## src/verilog/mic_pkg.sv

```systemverilog
// shared constants and carrier types for the interrupt controller
package mic_pkg;
	// ==========================================================
	// bus geometry and register byte offsets
	localparam int         ADDR_W      = 5;
	localparam int         DATA_W      = 32;
	localparam logic [4:0] REG_ENABLE  = 5'h00;
	localparam logic [4:0] REG_FLAGS   = 5'h04;
	localparam logic [4:0] REG_EDGE    = 5'h08;
	localparam logic [4:0] REG_SRCFLAG = 5'h0c;
	localparam logic [4:0] REG_TB0     = 5'h10;
	localparam logic [4:0] REG_TB1     = 5'h14;
	localparam logic [4:0] REG_STATUS  = 5'h18;

	// ==========================================================
	// request indices, in priority order (lowest index served first)
	localparam int NUM_IRQ   = 10;
	localparam int NUM_EXT   = 3;
	localparam int NUM_GRP   = 3;
	localparam int NUM_SRC   = 10;
	localparam int IDX_EXT0  = 0;
	localparam int IDX_CMP   = 3;
	localparam int IDX_GRP0  = 4;
	localparam int IDX_CONV  = 7;
	localparam int IDX_TICK0 = 8;
	localparam int IDX_TICK1 = 9;
	localparam int IDX_W     = 4;

	// enable register: global enable at bit 0, per-request enables above it
	localparam int EN_GIE    = 0;
	localparam int EN_BASE   = 1;

	// group source flags: timer events 0..3, timer events 4..7, low voltage, eeprom
	localparam logic [9:0] GRP_MASK [NUM_GRP] = '{10'h00f, 10'h0f0, 10'h300};

	// ==========================================================
	// edge selection per external pin
	localparam int         EDGE_W    = 2;
	localparam logic [1:0] EDGE_OFF  = 2'h0;
	localparam logic [1:0] EDGE_RISE = 2'h1;
	localparam logic [1:0] EDGE_FALL = 2'h2;
	localparam logic [1:0] EDGE_BOTH = 2'h3;

	// ==========================================================
	// time base control: period [2:0], enable bit 7, source [9:8]
	localparam int         TB_PER_LSB = 0;
	localparam int         TB_ON_BIT  = 7;
	localparam int         TB_SRC_LSB = 8;
	localparam logic [1:0] CLK_SYS    = 2'h0;
	localparam logic [1:0] CLK_DIV4   = 2'h1;
	localparam int         PRE_DIV    = 4;
	localparam int         TB_MIN_EXP = 8;
	localparam int         TB_CNT_W   = 15;

	// ==========================================================
	// status register bits and vector table
	localparam int          ST_STACK   = 0;
	localparam int          ST_PEND    = 1;
	localparam int          ST_GIE     = 2;
	localparam int          ST_LAST    = 4;
	localparam int          PC_W       = 12;
	localparam logic [11:0] VEC_BASE   = 12'h004;
	localparam logic [11:0] VEC_STEP   = 12'h004;

	typedef struct packed {
		logic       on;
		logic [1:0] src;
		logic [2:0] period;
	} mic_tb_s;

	typedef struct packed {
		logic            push;
		logic [PC_W-1:0] pushData;
		logic [PC_W-1:0] fetchAddr;
	} mic_call_s;
endpackage

```

## src/verilog/mic_time_base.sv

```systemverilog
// time base: clock source select, /4 prescale and power-of-two overflow divider
`timescale 1ns/10ps
module mic_time_base #(
	parameter int CNT_W = mic_pkg::TB_CNT_W
) (
	// clock and reset
	input  wire logic            clk,
	input  wire logic            rst,
	// control and sub clock enable
	input  wire mic_pkg::mic_tb_s ctrl,
	input  wire logic            subTick,
	// overflow event
	output logic                 tick
);
	// ==========================================================
	// prescaler source
	logic [1:0]       div4_r;
	logic [CNT_W-1:0] cnt_r;
	logic             preEn;
	logic [CNT_W-1:0] lowMask;

	always_ff @(posedge clk or posedge rst) begin
		if (rst)
			div4_r <= 2'h0;
		else
			div4_r <= div4_r + 2'h1;
	end

	always_comb begin
		if (ctrl.src[1])
			preEn = subTick;
		else if (ctrl.src == mic_pkg::CLK_DIV4)
			preEn = (div4_r == 2'(mic_pkg::PRE_DIV - 1));
		else
			preEn = 1'b1;
	end

	// ==========================================================
	// divider: overflow every 2^(8+period) prescaled clocks
	assign lowMask = CNT_W'((32'h1 << (mic_pkg::TB_MIN_EXP + int'(ctrl.period))) - 32'h1);

	always_ff @(posedge clk or posedge rst) begin
		if (rst)
			cnt_r <= '0;
		else if (!ctrl.on)
			cnt_r <= '0;
		else if (preEn)
			cnt_r <= cnt_r + CNT_W'(1);
	end

	always_ff @(posedge clk or posedge rst) begin
		if (rst)
			tick <= 1'b0;
		else
			tick <= ctrl.on && preEn && ((cnt_r & lowMask) == lowMask);
	end
endmodule // mic_time_base

```

## src/verilog/mic_intc.sv

```systemverilog
// interrupt controller top: flags, enables, priority, call sequencing, registers
// ==========================================================
// Summary of operation
// taking any interrupt clears the global enable
// requests still latch flags while the global enable is clear
// software sets the global enable inside a handler to allow nesting
// no acknowledge while the return stack is full
// simultaneous requests served lowest vector first
// any flag rising wakes from sleep or idle; preset flags suppress this
// external flag set on the edge chosen for its pin
// external request needs global enable, pin enable and a live edge select
// software routes the shared pin as an input with its enable set
// servicing an external request clears its flag
// edge select offers rising, falling, both or disabled
// comparator flag set on every comparator output change
// comparator request vectors when enabled, flag cleared on service
// three group flags, each set when any of its source flags sets
// servicing a group clears its group flag and global enable
// group service leaves source flags; software clears them
// conversion done sets its flag, vectors when enabled, auto-cleared
// each time base overflow sets its flag, vectors, auto-cleared
// time base clock from system, system/4 or sub clock, then divided
// edge select codes 00 off, 01 rise, 10 fall, 11 both
// clock select codes 00 system, 01 system/4, 1x sub clock
// period select gives 2^8 to 2^15 prescaled clocks, separate enable
// acknowledge pushes the program counter and loads the vector
`timescale 1ns/10ps
module mic_intc (
	// clock and reset
	input  wire logic                 clk,
	input  wire logic                 rst,
	// avalon-mm slave
	input  wire logic [4:0]           avs_address,
	input  wire logic                 avs_read,
	input  wire logic                 avs_write,
	input  wire logic [31:0]          avs_writedata,
	input  wire logic [3:0]           avs_byteenable,
	output logic [31:0]               avs_readdata,
	output logic                      avs_waitrequest,
	// event sources
	input  wire logic [2:0]           extIrqPins,
	input  wire logic                 cmpOut,
	input  wire logic                 convDone,
	input  wire logic [7:0]           timerEvt,
	input  wire logic                 lowVoltEvt,
	input  wire logic                 eepromEvt,
	input  wire logic                 subTick,
	// cpu core side
	input  wire logic                 cpuReady,
	input  wire logic                 stackFull,
	input  wire logic [11:0]          pcIn,
	output mic_pkg::mic_call_s        call,
	output logic                      irqPending,
	output logic                      wakeUp
);
	// ==========================================================
	// state
	logic                          globalIrqEnable_r;
	logic [mic_pkg::NUM_IRQ-1:0]   irqEnable_r;
	logic [mic_pkg::NUM_IRQ-1:0]   reqFlags_r;
	logic [mic_pkg::NUM_IRQ-1:0]   reqFlags_nxt;
	logic [mic_pkg::NUM_SRC-1:0]   srcFlags_r;
	logic [mic_pkg::NUM_SRC-1:0]   srcFlags_nxt;
	logic [5:0]                    edgeSelectReg_r;
	mic_pkg::mic_tb_s              tick0Control_r;
	mic_pkg::mic_tb_s              tick1Control_r;
	logic [2:0]                    pinPrev_r;
	logic                          cmpPrev_r;
	logic                          primed_r;
	logic                          busDone_r;
	logic [mic_pkg::IDX_W-1:0]     lastIdx_r;
	logic [mic_pkg::NUM_IRQ-1:0]   hwSet;
	logic [mic_pkg::NUM_IRQ-1:0]   pending;
	logic [mic_pkg::NUM_IRQ-1:0]   ackClr;
	logic [mic_pkg::NUM_SRC-1:0]   srcSet;
	logic [mic_pkg::IDX_W-1:0]     ackIdx;
	logic                          ackTake;
	logic                          wrEn;
	logic [31:0]                   laneMask;
	logic [mic_pkg::NUM_IRQ-1:0]   enLanes;
	logic [1:0]                    tickEvt;

	// ==========================================================
	// helpers
	function automatic logic [mic_pkg::IDX_W-1:0] lowestOne(input logic [9:0] v);
		logic [mic_pkg::IDX_W-1:0] idx;
		idx = '0;
		for (int i = mic_pkg::NUM_IRQ - 1; i >= 0; i--) begin
			if (v[i])
				idx = mic_pkg::IDX_W'(i);
		end
		return idx;
	endfunction

	function automatic logic edgeHit(input logic [1:0] sel, input logic prev, input logic cur);
		logic hit;
		case (sel)
			mic_pkg::EDGE_RISE: hit = !prev && cur;
			mic_pkg::EDGE_FALL: hit = prev && !cur;
			mic_pkg::EDGE_BOTH: hit = prev != cur;
			default:            hit = 1'b0;
		endcase
		return hit;
	endfunction

	function automatic logic [31:0] beMerge(input logic [31:0] old, input logic [31:0] wd,
		input logic [3:0] be);
		logic [31:0] res;
		res = old;
		for (int b = 0; b < 4; b++) begin
			if (be[b])
				res[b*8 +: 8] = wd[b*8 +: 8];
		end
		return res;
	endfunction

	function automatic logic [9:0] tbPack(input mic_pkg::mic_tb_s t);
		logic [9:0] r;
		r = '0;
		r[mic_pkg::TB_PER_LSB +: 3] = t.period;
		r[mic_pkg::TB_ON_BIT] = t.on;
		r[mic_pkg::TB_SRC_LSB +: 2] = t.src;
		return r;
	endfunction

	function automatic mic_pkg::mic_tb_s tbUnpack(input logic [31:0] w);
		mic_pkg::mic_tb_s t;
		t.period = w[mic_pkg::TB_PER_LSB +: 3];
		t.on     = w[mic_pkg::TB_ON_BIT];
		t.src    = w[mic_pkg::TB_SRC_LSB +: 2];
		return t;
	endfunction

	// ==========================================================
	// bus slave: one wait state on every access
	assign avs_waitrequest = (avs_read || avs_write) && !busDone_r;
	assign wrEn            = avs_write && busDone_r;
	// byte lanes as a bit mask, so narrow registers merge without slicing a call
	assign laneMask        = {{8{avs_byteenable[3]}}, {8{avs_byteenable[2]}},
		{8{avs_byteenable[1]}}, {8{avs_byteenable[0]}}};
	assign enLanes         = laneMask[mic_pkg::EN_BASE +: mic_pkg::NUM_IRQ];

	always_ff @(posedge clk or posedge rst) begin
		if (rst)
			busDone_r <= 1'b0;
		else
			busDone_r <= (avs_read || avs_write) && !busDone_r;
	end

	always_ff @(posedge clk or posedge rst) begin
		if (rst) begin
			avs_readdata <= 32'h0;
		end else if (avs_read && !busDone_r) begin
			case (avs_address)
				mic_pkg::REG_ENABLE:  avs_readdata <= {21'h0, irqEnable_r, globalIrqEnable_r};
				mic_pkg::REG_FLAGS:   avs_readdata <= {22'h0, reqFlags_r};
				mic_pkg::REG_EDGE:    avs_readdata <= {26'h0, edgeSelectReg_r};
				mic_pkg::REG_SRCFLAG: avs_readdata <= {22'h0, srcFlags_r};
				mic_pkg::REG_TB0:     avs_readdata <= {22'h0, tbPack(tick0Control_r)};
				mic_pkg::REG_TB1:     avs_readdata <= {22'h0, tbPack(tick1Control_r)};
				mic_pkg::REG_STATUS:  avs_readdata <= {24'h0, lastIdx_r, 1'b0,
					globalIrqEnable_r, irqPending, stackFull};
				default:              avs_readdata <= 32'h0;
			endcase
		end
	end

	// ==========================================================
	// control registers
	always_ff @(posedge clk or posedge rst) begin
		if (rst) begin
			irqEnable_r     <= '0;
			edgeSelectReg_r <= '0;
			tick0Control_r  <= '0;
			tick1Control_r  <= '0;
		end else if (wrEn) begin
			case (avs_address)
				mic_pkg::REG_ENABLE: irqEnable_r <= (irqEnable_r & ~enLanes) |
					(avs_writedata[mic_pkg::EN_BASE +: mic_pkg::NUM_IRQ] & enLanes);
				mic_pkg::REG_EDGE:   edgeSelectReg_r <= (edgeSelectReg_r & ~laneMask[5:0]) |
					(avs_writedata[5:0] & laneMask[5:0]);
				mic_pkg::REG_TB0:    tick0Control_r <= tbUnpack(beMerge({22'h0,
					tbPack(tick0Control_r)}, avs_writedata, avs_byteenable));
				mic_pkg::REG_TB1:    tick1Control_r <= tbUnpack(beMerge({22'h0,
					tbPack(tick1Control_r)}, avs_writedata, avs_byteenable));
				default: ;
			endcase
		end
	end

	// acknowledge wins over a software set in the same cycle
	always_ff @(posedge clk or posedge rst) begin
		if (rst)
			globalIrqEnable_r <= 1'b0;
		else if (ackTake)
			globalIrqEnable_r <= 1'b0;
		else if (wrEn && avs_address == mic_pkg::REG_ENABLE && avs_byteenable[0])
			globalIrqEnable_r <= avs_writedata[mic_pkg::EN_GIE];
	end

	// ==========================================================
	// event detection
	always_ff @(posedge clk or posedge rst) begin
		if (rst) begin
			pinPrev_r <= '0;
			cmpPrev_r <= 1'b0;
			primed_r  <= 1'b0;
		end else begin
			pinPrev_r <= extIrqPins;
			cmpPrev_r <= cmpOut;
			primed_r  <= 1'b1;
		end
	end

	// primed_r masks the first sample so reset levels are not seen as edges
	generate
		for (genvar p = 0; p < mic_pkg::NUM_EXT; p++) begin : gExt
			assign hwSet[mic_pkg::IDX_EXT0 + p] = primed_r && edgeHit(
				edgeSelectReg_r[p*mic_pkg::EDGE_W +: mic_pkg::EDGE_W],
				pinPrev_r[p], extIrqPins[p]);
		end
		for (genvar g = 0; g < mic_pkg::NUM_GRP; g++) begin : gGrp
			assign hwSet[mic_pkg::IDX_GRP0 + g] = |(srcSet & mic_pkg::GRP_MASK[g]);
		end
	endgenerate

	assign hwSet[mic_pkg::IDX_CMP]   = primed_r && (cmpOut != cmpPrev_r);
	assign hwSet[mic_pkg::IDX_CONV]  = convDone;
	assign hwSet[mic_pkg::IDX_TICK0] = tickEvt[0];
	assign hwSet[mic_pkg::IDX_TICK1] = tickEvt[1];
	assign srcSet = {eepromEvt, lowVoltEvt, timerEvt};

	mic_time_base #(.CNT_W(mic_pkg::TB_CNT_W)) uTick0 (
		.clk     (clk),
		.rst     (rst),
		.ctrl    (tick0Control_r),
		.subTick (subTick),
		.tick    (tickEvt[0])
	);

	mic_time_base #(.CNT_W(mic_pkg::TB_CNT_W)) uTick1 (
		.clk     (clk),
		.rst     (rst),
		.ctrl    (tick1Control_r),
		.subTick (subTick),
		.tick    (tickEvt[1])
	);

	// ==========================================================
	// flags: hardware set wins over software write and service clear
	always_comb begin
		reqFlags_nxt = reqFlags_r;
		if (wrEn && avs_address == mic_pkg::REG_FLAGS)
			reqFlags_nxt = (reqFlags_r & ~laneMask[9:0]) | (avs_writedata[9:0] & laneMask[9:0]);
		reqFlags_nxt = (reqFlags_nxt & ~ackClr) | hwSet;
	end

	// source flags are never cleared by service, only by software; hardware events set them
	always_comb begin
		srcFlags_nxt = srcFlags_r;
		if (wrEn && avs_address == mic_pkg::REG_SRCFLAG)
			srcFlags_nxt = (srcFlags_r & ~laneMask[9:0]) | (avs_writedata[9:0] & laneMask[9:0]);
		srcFlags_nxt = srcFlags_nxt | srcSet;
	end

	always_ff @(posedge clk or posedge rst) begin
		if (rst) begin
			reqFlags_r <= '0;
			srcFlags_r <= '0;
		end else begin
			reqFlags_r <= reqFlags_nxt;
			srcFlags_r <= srcFlags_nxt;
		end
	end

	// ==========================================================
	// arbitration and call sequencing
	assign pending    = reqFlags_r & irqEnable_r & {mic_pkg::NUM_IRQ{globalIrqEnable_r}};
	assign irqPending = |pending;
	assign ackTake    = irqPending && !stackFull && cpuReady;
	assign ackIdx     = lowestOne(pending);
	assign ackClr     = ackTake ? (mic_pkg::NUM_IRQ'(1) << ackIdx) : '0;

	always_ff @(posedge clk or posedge rst) begin
		if (rst) begin
			call      <= '0;
			lastIdx_r <= '0;
		end else begin
			call.push <= ackTake;
			if (ackTake) begin
				call.pushData  <= pcIn;
				call.fetchAddr <= mic_pkg::VEC_BASE + mic_pkg::VEC_STEP * 12'(ackIdx);
				lastIdx_r      <= ackIdx;
			end
		end
	end

	// enables play no part in wake-up
	always_ff @(posedge clk or posedge rst) begin
		if (rst)
			wakeUp <= 1'b0;
		else
			wakeUp <= |(hwSet & ~reqFlags_r);
	end
endmodule // mic_intc

```

## config.mk

```make
export PLATFORM = sky130hd
export DESIGN_NAME = mic_intc
export DESIGN_NICKNAME = d
export VERILOG_FILES = /design/src/verilog/mic_pkg.sv /design/src/verilog/mic_time_base.sv /design/src/verilog/mic_intc.sv
export SDC_FILE = /design/constraint.sdc
export NUM_CORES = 1
export LEC_CHECK = 0
export BUFFER_PORTS_ARGS = -buffer_cell sky130_fd_sc_hd__buf_2
export CORE_MARGIN = 4
export CORE_UTILIZATION = 30
export CTS_BUF_LIST = sky130_fd_sc_hd__clkbuf_4
export DETAILED_ROUTE_END_ITERATION = 12
export HOLD_SLACK_MARGIN = 0.12
export PLACE_DENSITY_LB_ADDON = 0.15
export SYNTH_ARGS = -nofsm -noshare
export SYNTH_HDL_FRONTEND = slang
export SYNTH_SLANG_ARGS = --single-unit
```

## constraint.sdc

```tcl
create_clock -name clk -period 10.9 [get_ports clk]
set_input_delay 3.27 -clock clk [delete_from_list [all_inputs] [get_ports clk]]
set_output_delay 3.27 -clock clk [all_outputs]
set_load 0.02 [all_outputs]
```

==> results of run 1 <==
[layout make-up]
class / count / area share
clock inverter: 15 / 0.0328
inverter: 29 / 0.0149
multi-input combinational: 485 / 0.413
antenna: 2 / 0.000669
timing repair buffer: 85 / 0.0575
tap: 275 / 0.0460
sequential: 125 / 0.418
clock buffer: 17 / 0.0171
[stage by stage]
stage               instances  hold WS, ps  area [um2]  setup WS, ps
CTS                      1031          432        7480          3930
global placement          999          413        7110          3940
global route             1033          439        7480          3890
detailed placement        999          417        7110          3930
finish                   1033          429        7480          3940
floorplan                 692          401        6650          4030
[logic make-up after synthesis]
family	count (synthesis)
fa+ha+maj	17
other cells	2
buf+inv	82
compound gates	125
simple gates	248
xor+xnor	24
mux	42
flops	125
[power breakdown]
group	switching (uW)	internal (uW)	leakage, uW	total (uW)
combinational	88.9	54.8	0.00177	144
clock	184	228	0.000193	412
sequential	40.2	496	0.00159	537
[worst min path at each step]
stage / end / slack, ps / depth (start not counted)
finish: uTick1.div4_r[0]$_DFF_PP0_ / 430 / 1
floorplan: uTick0.div4_r[0]$_DFF_PP0_ / 400 / 1
global placement: uTick1.div4_r[0]$_DFF_PP0_ / 410 / 1
CTS: uTick1.div4_r[0]$_DFF_PP0_ / 430 / 1
detailed placement: uTick1.div4_r[0]$_DFF_PP0_ / 420 / 1
global route: uTick1.div4_r[0]$_DFF_PP0_ / 440 / 1
[cell usage in the layout (no fill, tap or decap), drive strengths merged, types with 9 or more instances in the layout]
cell type,Yosys,routed
inv,29,29
a22o,10,10
or3,9,9
o21ai,36,36
dfrtp,125,125
conb,2,29
mux2i,11,11
nand3,14,14
mux2,31,31
xnor2,13,13
and2,23,23
clkbuf,15,17
a21oi,12,12
a22oi,17,17
nand2b,11,11
and3,18,18
a211o,10,10
nand2,98,98
ha,17,17
buf,38,85
nand4,9,9
nor3,15,15
xor2,11,11
nor2,32,32
[layer usage]
metal,part of all wire,routed length (um),up-vias
met4,0.018,315,0
met3,0.046,830,21
li1,-,-,2435
met2,0.49,8840,133
met1,0.44,7940,2523
met5,0,0,-
==> flow_metrics.env, run 1 <==
export IMPL_start_kind="primary input"
export IMPL_crit_buf_inv=2
export IMPL_cp_end_kind="primary output"
export IMPL_min_path_type="reg2reg"
export IMPL_cp_arrival_ps=3690
export IMPL_r2r_cells=5
export IMPL_setup_tns_ps=0
export IMPL_cap_violations=0
export IMPL_cts_tree="built"
export IMPL_num_nets_final=835
export IMPL_drcViolationCount=0
export IMPL_leakage_uw=0.00355
export IMPL_clock_skew_ps=22.5
export IMPL_post_route_period_util=0.639
export IMPL_worstMarginPinSlew_ps=1040
export IMPL_register_area_um2=3130
export IMPL_synth_simple_area_share=0.189
export IMPL_synth_seq_cells=125
export IMPL_ys_seq_area_frac=0.477
export IMPL_clk_pin_slew_ps=100
export IMPL_yosysMostFrequentCell="dfrtp_1"
export IMPL_post_route_util=0.353
export IMPL_r2r_end="lastIdx_r[1]$_DFFE_PP0P_"
export IMPL_grt_use_met1=0.199
export IMPL_slowest_delay_ps=180
export IMPL_cts_root_buf="clkbuf_4"
export IMPL_cp_startpoint="avs_write"
export IMPL_status="finished clean"
export IMPL_yosys_warnings=0
export IMPL_netlist_area_um2=6550
export IMPL_finalHoldViolCount=0
export IMPL_drt_pass1_iter_count=5
export IMPL_yosysTopAreaCell="dfrtp_1"
export IMPL_via_count=5112
export IMPL_dp_hpwl_mm=13.2
export IMPL_synth_top_family_by_area="simple AND/OR/NAND/NOR gates"
export IMPL_p_per_area_nw_per_um2=146
export IMPL_antenna_found_initial=2
export IMPL_start_util=0.309
export IMPL_power_total_uw=1090
export IMPL_yosys_mux_area_fraction=0.0701
export IMPL_avgSynthCellArea_um2=9.85
export IMPL_slew_viol_final=0
export IMPL_multi_input_area_um2=3090
export IMPL_synth_compound_area_frac=0.132
export IMPL_gp_congestion=0.853
export IMPL_die_w_um=156
export IMPL_avgViaCountPerCell=4.95
export IMPL_top_usage_layer="met2"
export IMPL_post_cts_buffers=0
export IMPL_path_class="in2out"
export IMPL_relSlewSlack=0.310
export IMPL_cp_cell_sequence="buf_2 -> nor2_1 -> nor2_1 -> buf_2"
export IMPL_grtUsageTotal=0.152
export IMPL_grt_pass1_wl_mm=28.6
export IMPL_htree_levels=4
export IMPL_reg2reg_slack_ps=8420
export IMPL_clockBufferDepth=2
export IMPL_vdd_drop_max_mv=0.0706
export IMPL_period_needed_ps=6960
export IMPL_synth_commonest_cells="125 x dfrtp_1, 98 x nand2_1, 32 x nor2_1"
export IMPL_yosysTopAreaCellShare=0.477
export IMPL_core_area_um2=21200
export IMPL_critPathMaxFanout=3
export IMPL_hold_start="uTick1.div4_r[0]$_DFF_PP0_"
export IMPL_die_h_um=156
export IMPL_worst_ep_required_time_ps=7630
export IMPL_cts_sinks=125
export IMPL_clock_latency_ps=550
export IMPL_rsz0062_at_grt="no"
export IMPL_ios=135
export IMPL_ys_async_sr_fraction=1.00
export IMPL_critPathTopFamily="buffers and inverters"
export IMPL_gr_usage_met3=0.0355
export IMPL_yosysUniqueCellTypes=61
export IMPL_worst_path_stages=4
export IMPL_fill_cells=2178
export IMPL_synth_flop_cell="dfrtp_1"
export IMPL_synth_xor_area_frac=0.0321
export IMPL_finalSetupViolCount=0
export IMPL_syn_inst=665
export IMPL_synth_edff_count=0
export IMPL_portBuffers=83
export IMPL_synthAdderAreaFrac=0.0325
export IMPL_fmaxAchievable_mhz=144
export IMPL_grt_pass1_vias=5147
export IMPL_slowest_stage="buf_2"
export IMPL_r2r_start="reqFlags_r[3]$_DFF_PP0_"
export IMPL_synth_area_leaders="dfrtp_1 48%, nand2_1 5.6%, mux2_2 5.2%, buf_4 3.6%, ha_1 3.2%"
export IMPL_core_rowCount=53
export IMPL_cts_inserted_buffers=17
export IMPL_cts_resized=0
export IMPL_areaGrowthSynthToFinish_pct=14.2
export IMPL_wl_per_cell_um=17.4
export IMPL_routed_wl_mm=17.9
export IMPL_drive_gt1_frac=0.209
export IMPL_overflow=0
export IMPL_grt_use_met2=0.248
export IMPL_ant_nets=0
export IMPL_initialDrtViolationCount=270
export IMPL_hold_buffers=0
export IMPL_critPathCapture="avs_waitrequest"
export IMPL_die_area_um2=24300
export IMPL_grt_max_degree=80
Power figures use the tool's default switching activity.
==> inputs of run 2 (changes only) <==
- clock period: 10.9 -> 7 ns (I/O delays scaled with it)
==> flow_metrics.env, run 2 (same netlist as run 1, synthesis figures left out) <==
export IMPL_holdPathStages=1
export IMPL_cts_resized=0
export IMPL_cts_inserted_buffers=17
export IMPL_die_area_um2=24300
export IMPL_clockBufferDepth=2
export IMPL_gr_usage_met3=0.0358
export IMPL_clock_latency_ps=530
export IMPL_overflow=0
export IMPL_cts_root_buf="clkbuf_4"
export IMPL_leakage_uw=0.00348
export IMPL_cap_violations=0
export IMPL_cp_cell_sequence="buf_2 -> nor2_1 -> nor2_1 -> buf_2"
export IMPL_rsz0062_at_grt="no"
export IMPL_grtUsageTotal=0.152
export IMPL_hold_start="uTick0.div4_r[0]$_DFF_PP0_"
export IMPL_wl_per_cell_um=17.5
export IMPL_post_route_period_util=0.659
export IMPL_start_kind="primary input"
export IMPL_min_to="uTick0.div4_r[0]$_DFF_PP0_"
export IMPL_relSlewSlack=0.364
export IMPL_place_area_um2=7100
export IMPL_grt_pass1_wl_mm=29.0
export IMPL_slowest_delay_ps=180
export IMPL_drive_gt1_frac=0.200
export IMPL_worstMarginPinSlew_ps=948
export IMPL_finalHoldViolCount=0
export IMPL_drcViolationCount=0
export IMPL_top_usage_layer="met2"
export IMPL_status="finished clean"
export IMPL_via_count=5183
export IMPL_gp_congestion=0.842
export IMPL_start_util=0.309
export IMPL_worst_ep_required_time_ps=4900
export IMPL_critPathTopFamily="buffers and inverters"
export IMPL_path_class="in2out"
export IMPL_clock_skew_ps=22.7
export IMPL_r2r_cells=9
export IMPL_areaGrowthSynthToFinish_pct=11.8
export IMPL_slowest_stage="buf_2"
export IMPL_antenna_found_initial=2
export IMPL_dp_hpwl_mm=13.3
export IMPL_r2r_end="reqFlags_r[9]$_DFF_PP0_"
export IMPL_cts_tree="built"
export IMPL_crit_buf_inv=2
export IMPL_cts_sinks=125
export IMPL_critPathMaxFanout=3
export IMPL_reg2reg_slack_ps=4540
export IMPL_ant_nets=0
export IMPL_drt_pass1_iter_count=5
export IMPL_final_cell_mix="125 x dfrtp_1, 98 x nand2_1, 83 x buf_2, 32 x nor2_1, 30 x mux2_2"
export IMPL_htree_levels=4
export IMPL_r2r_start="reqFlags_r[5]$_DFF_PP0_"
export IMPL_cp_arrival_ps=2520
export IMPL_fmaxAchievable_mhz=217
export IMPL_initialDrtViolationCount=368
export IMPL_p_per_area_nw_per_um2=204
export IMPL_grt_use_met2=0.247
export IMPL_core_area_um2=21200
export IMPL_hold_buffers=0
export IMPL_grt_use_met1=0.204
export IMPL_post_cts_buffers=0
export IMPL_design_area_um2=7330
export IMPL_grt_pass1_vias=5190
export IMPL_slew_viol_final=0
export IMPL_avgViaCountPerCell=5.03
export IMPL_min_path_type="reg2reg"
export IMPL_period_needed_ps=4620
export IMPL_fill_cells=2259
export IMPL_finalSetupViolCount=0
export IMPL_grt_max_degree=76
export IMPL_routed_wl_mm=18.1
export IMPL_cp_end_kind="primary output"
export IMPL_core_rowCount=53
export IMPL_ios=135
export IMPL_die_h_um=156
export IMPL_portBuffers=83
export IMPL_num_nets_final=834
export IMPL_setup_tns_ps=0
export IMPL_clk_pin_slew_ps=120
export IMPL_final_common_cell="dfrtp_1"
export IMPL_vdd_drop_max_mv=0.0975
export IMPL_die_w_um=156
[run 2: cell types whose count changed in the layout (fill, tap and decap cells not counted)]
cell,change
bufinv_16,-5
clkinv_2,+2
clkinv_4,-5
clkbuf_4,+2
clkinv_1,+5
buf_4,-1
[run 2: area by class of cell]
class | instances | area, um2 | area share
Antenna cell | 2 | 5.00 | 0.000683
Clock buffer | 19 | 143 | 0.0195
Clock inverter | 12 | 80.1 | 0.0109
Inverter | 29 | 111 | 0.0152
Multi-Input combinational cell | 485 | 3090 | 0.422
Sequential cell | 125 | 3130 | 0.427
Tap cell | 275 | 344 | 0.0470
Timing Repair Buffer | 84 | 423 | 0.0577
[run 2: worst max path at each step]
stage,from,to,slack (ps),cells past startpoint
6_report,avs_write,avs_waitrequest,2380,4
5_1_grt,avs_write,avs_waitrequest,2320,4
4_1_cts,avs_write,avs_waitrequest,2380,4
3_5_place_dp,avs_write,avs_waitrequest,2380,4
3_3_place_gp,avs_write,avs_waitrequest,2380,4
2_1_floorplan,rst,async pin,1570,1
[run 2: power breakdown]
group / total, uW / internal (uW) / switching, uW
registers: 835 / 773 / 62.5
clock network: 438 / 172 / 266
logic: 225 / 85.7 / 139
total: 1500 / 1030 / 467
[run 2: metal layers]
layer  routed length (um)  part of all wire  vias up
li1                     -                 -     2423
met1                 8210              0.45     2611
met2                 8720              0.48      130
met3                  825             0.046       19
met4                  300             0.017        0
met5                    0                 0        -
[run 2: metrics by stage]
step | instances | hold WS [ps] | util | power, uW | worst slack (ps)
2_1_floorplan | 692 | 401 | - | 1000 | 1570
6_report | 1031 | 430 | 0.345 | 1500 | 2380
3_3_place_gp | 998 | 411 | 0.335 | 1070 | 2380
3_5_place_dp | 998 | 418 | 0.335 | 1080 | 2380
5_1_grt | 1031 | 443 | 0.345 | 1590 | 2320
4_1_cts | 1029 | 433 | 0.345 | 1520 | 2380
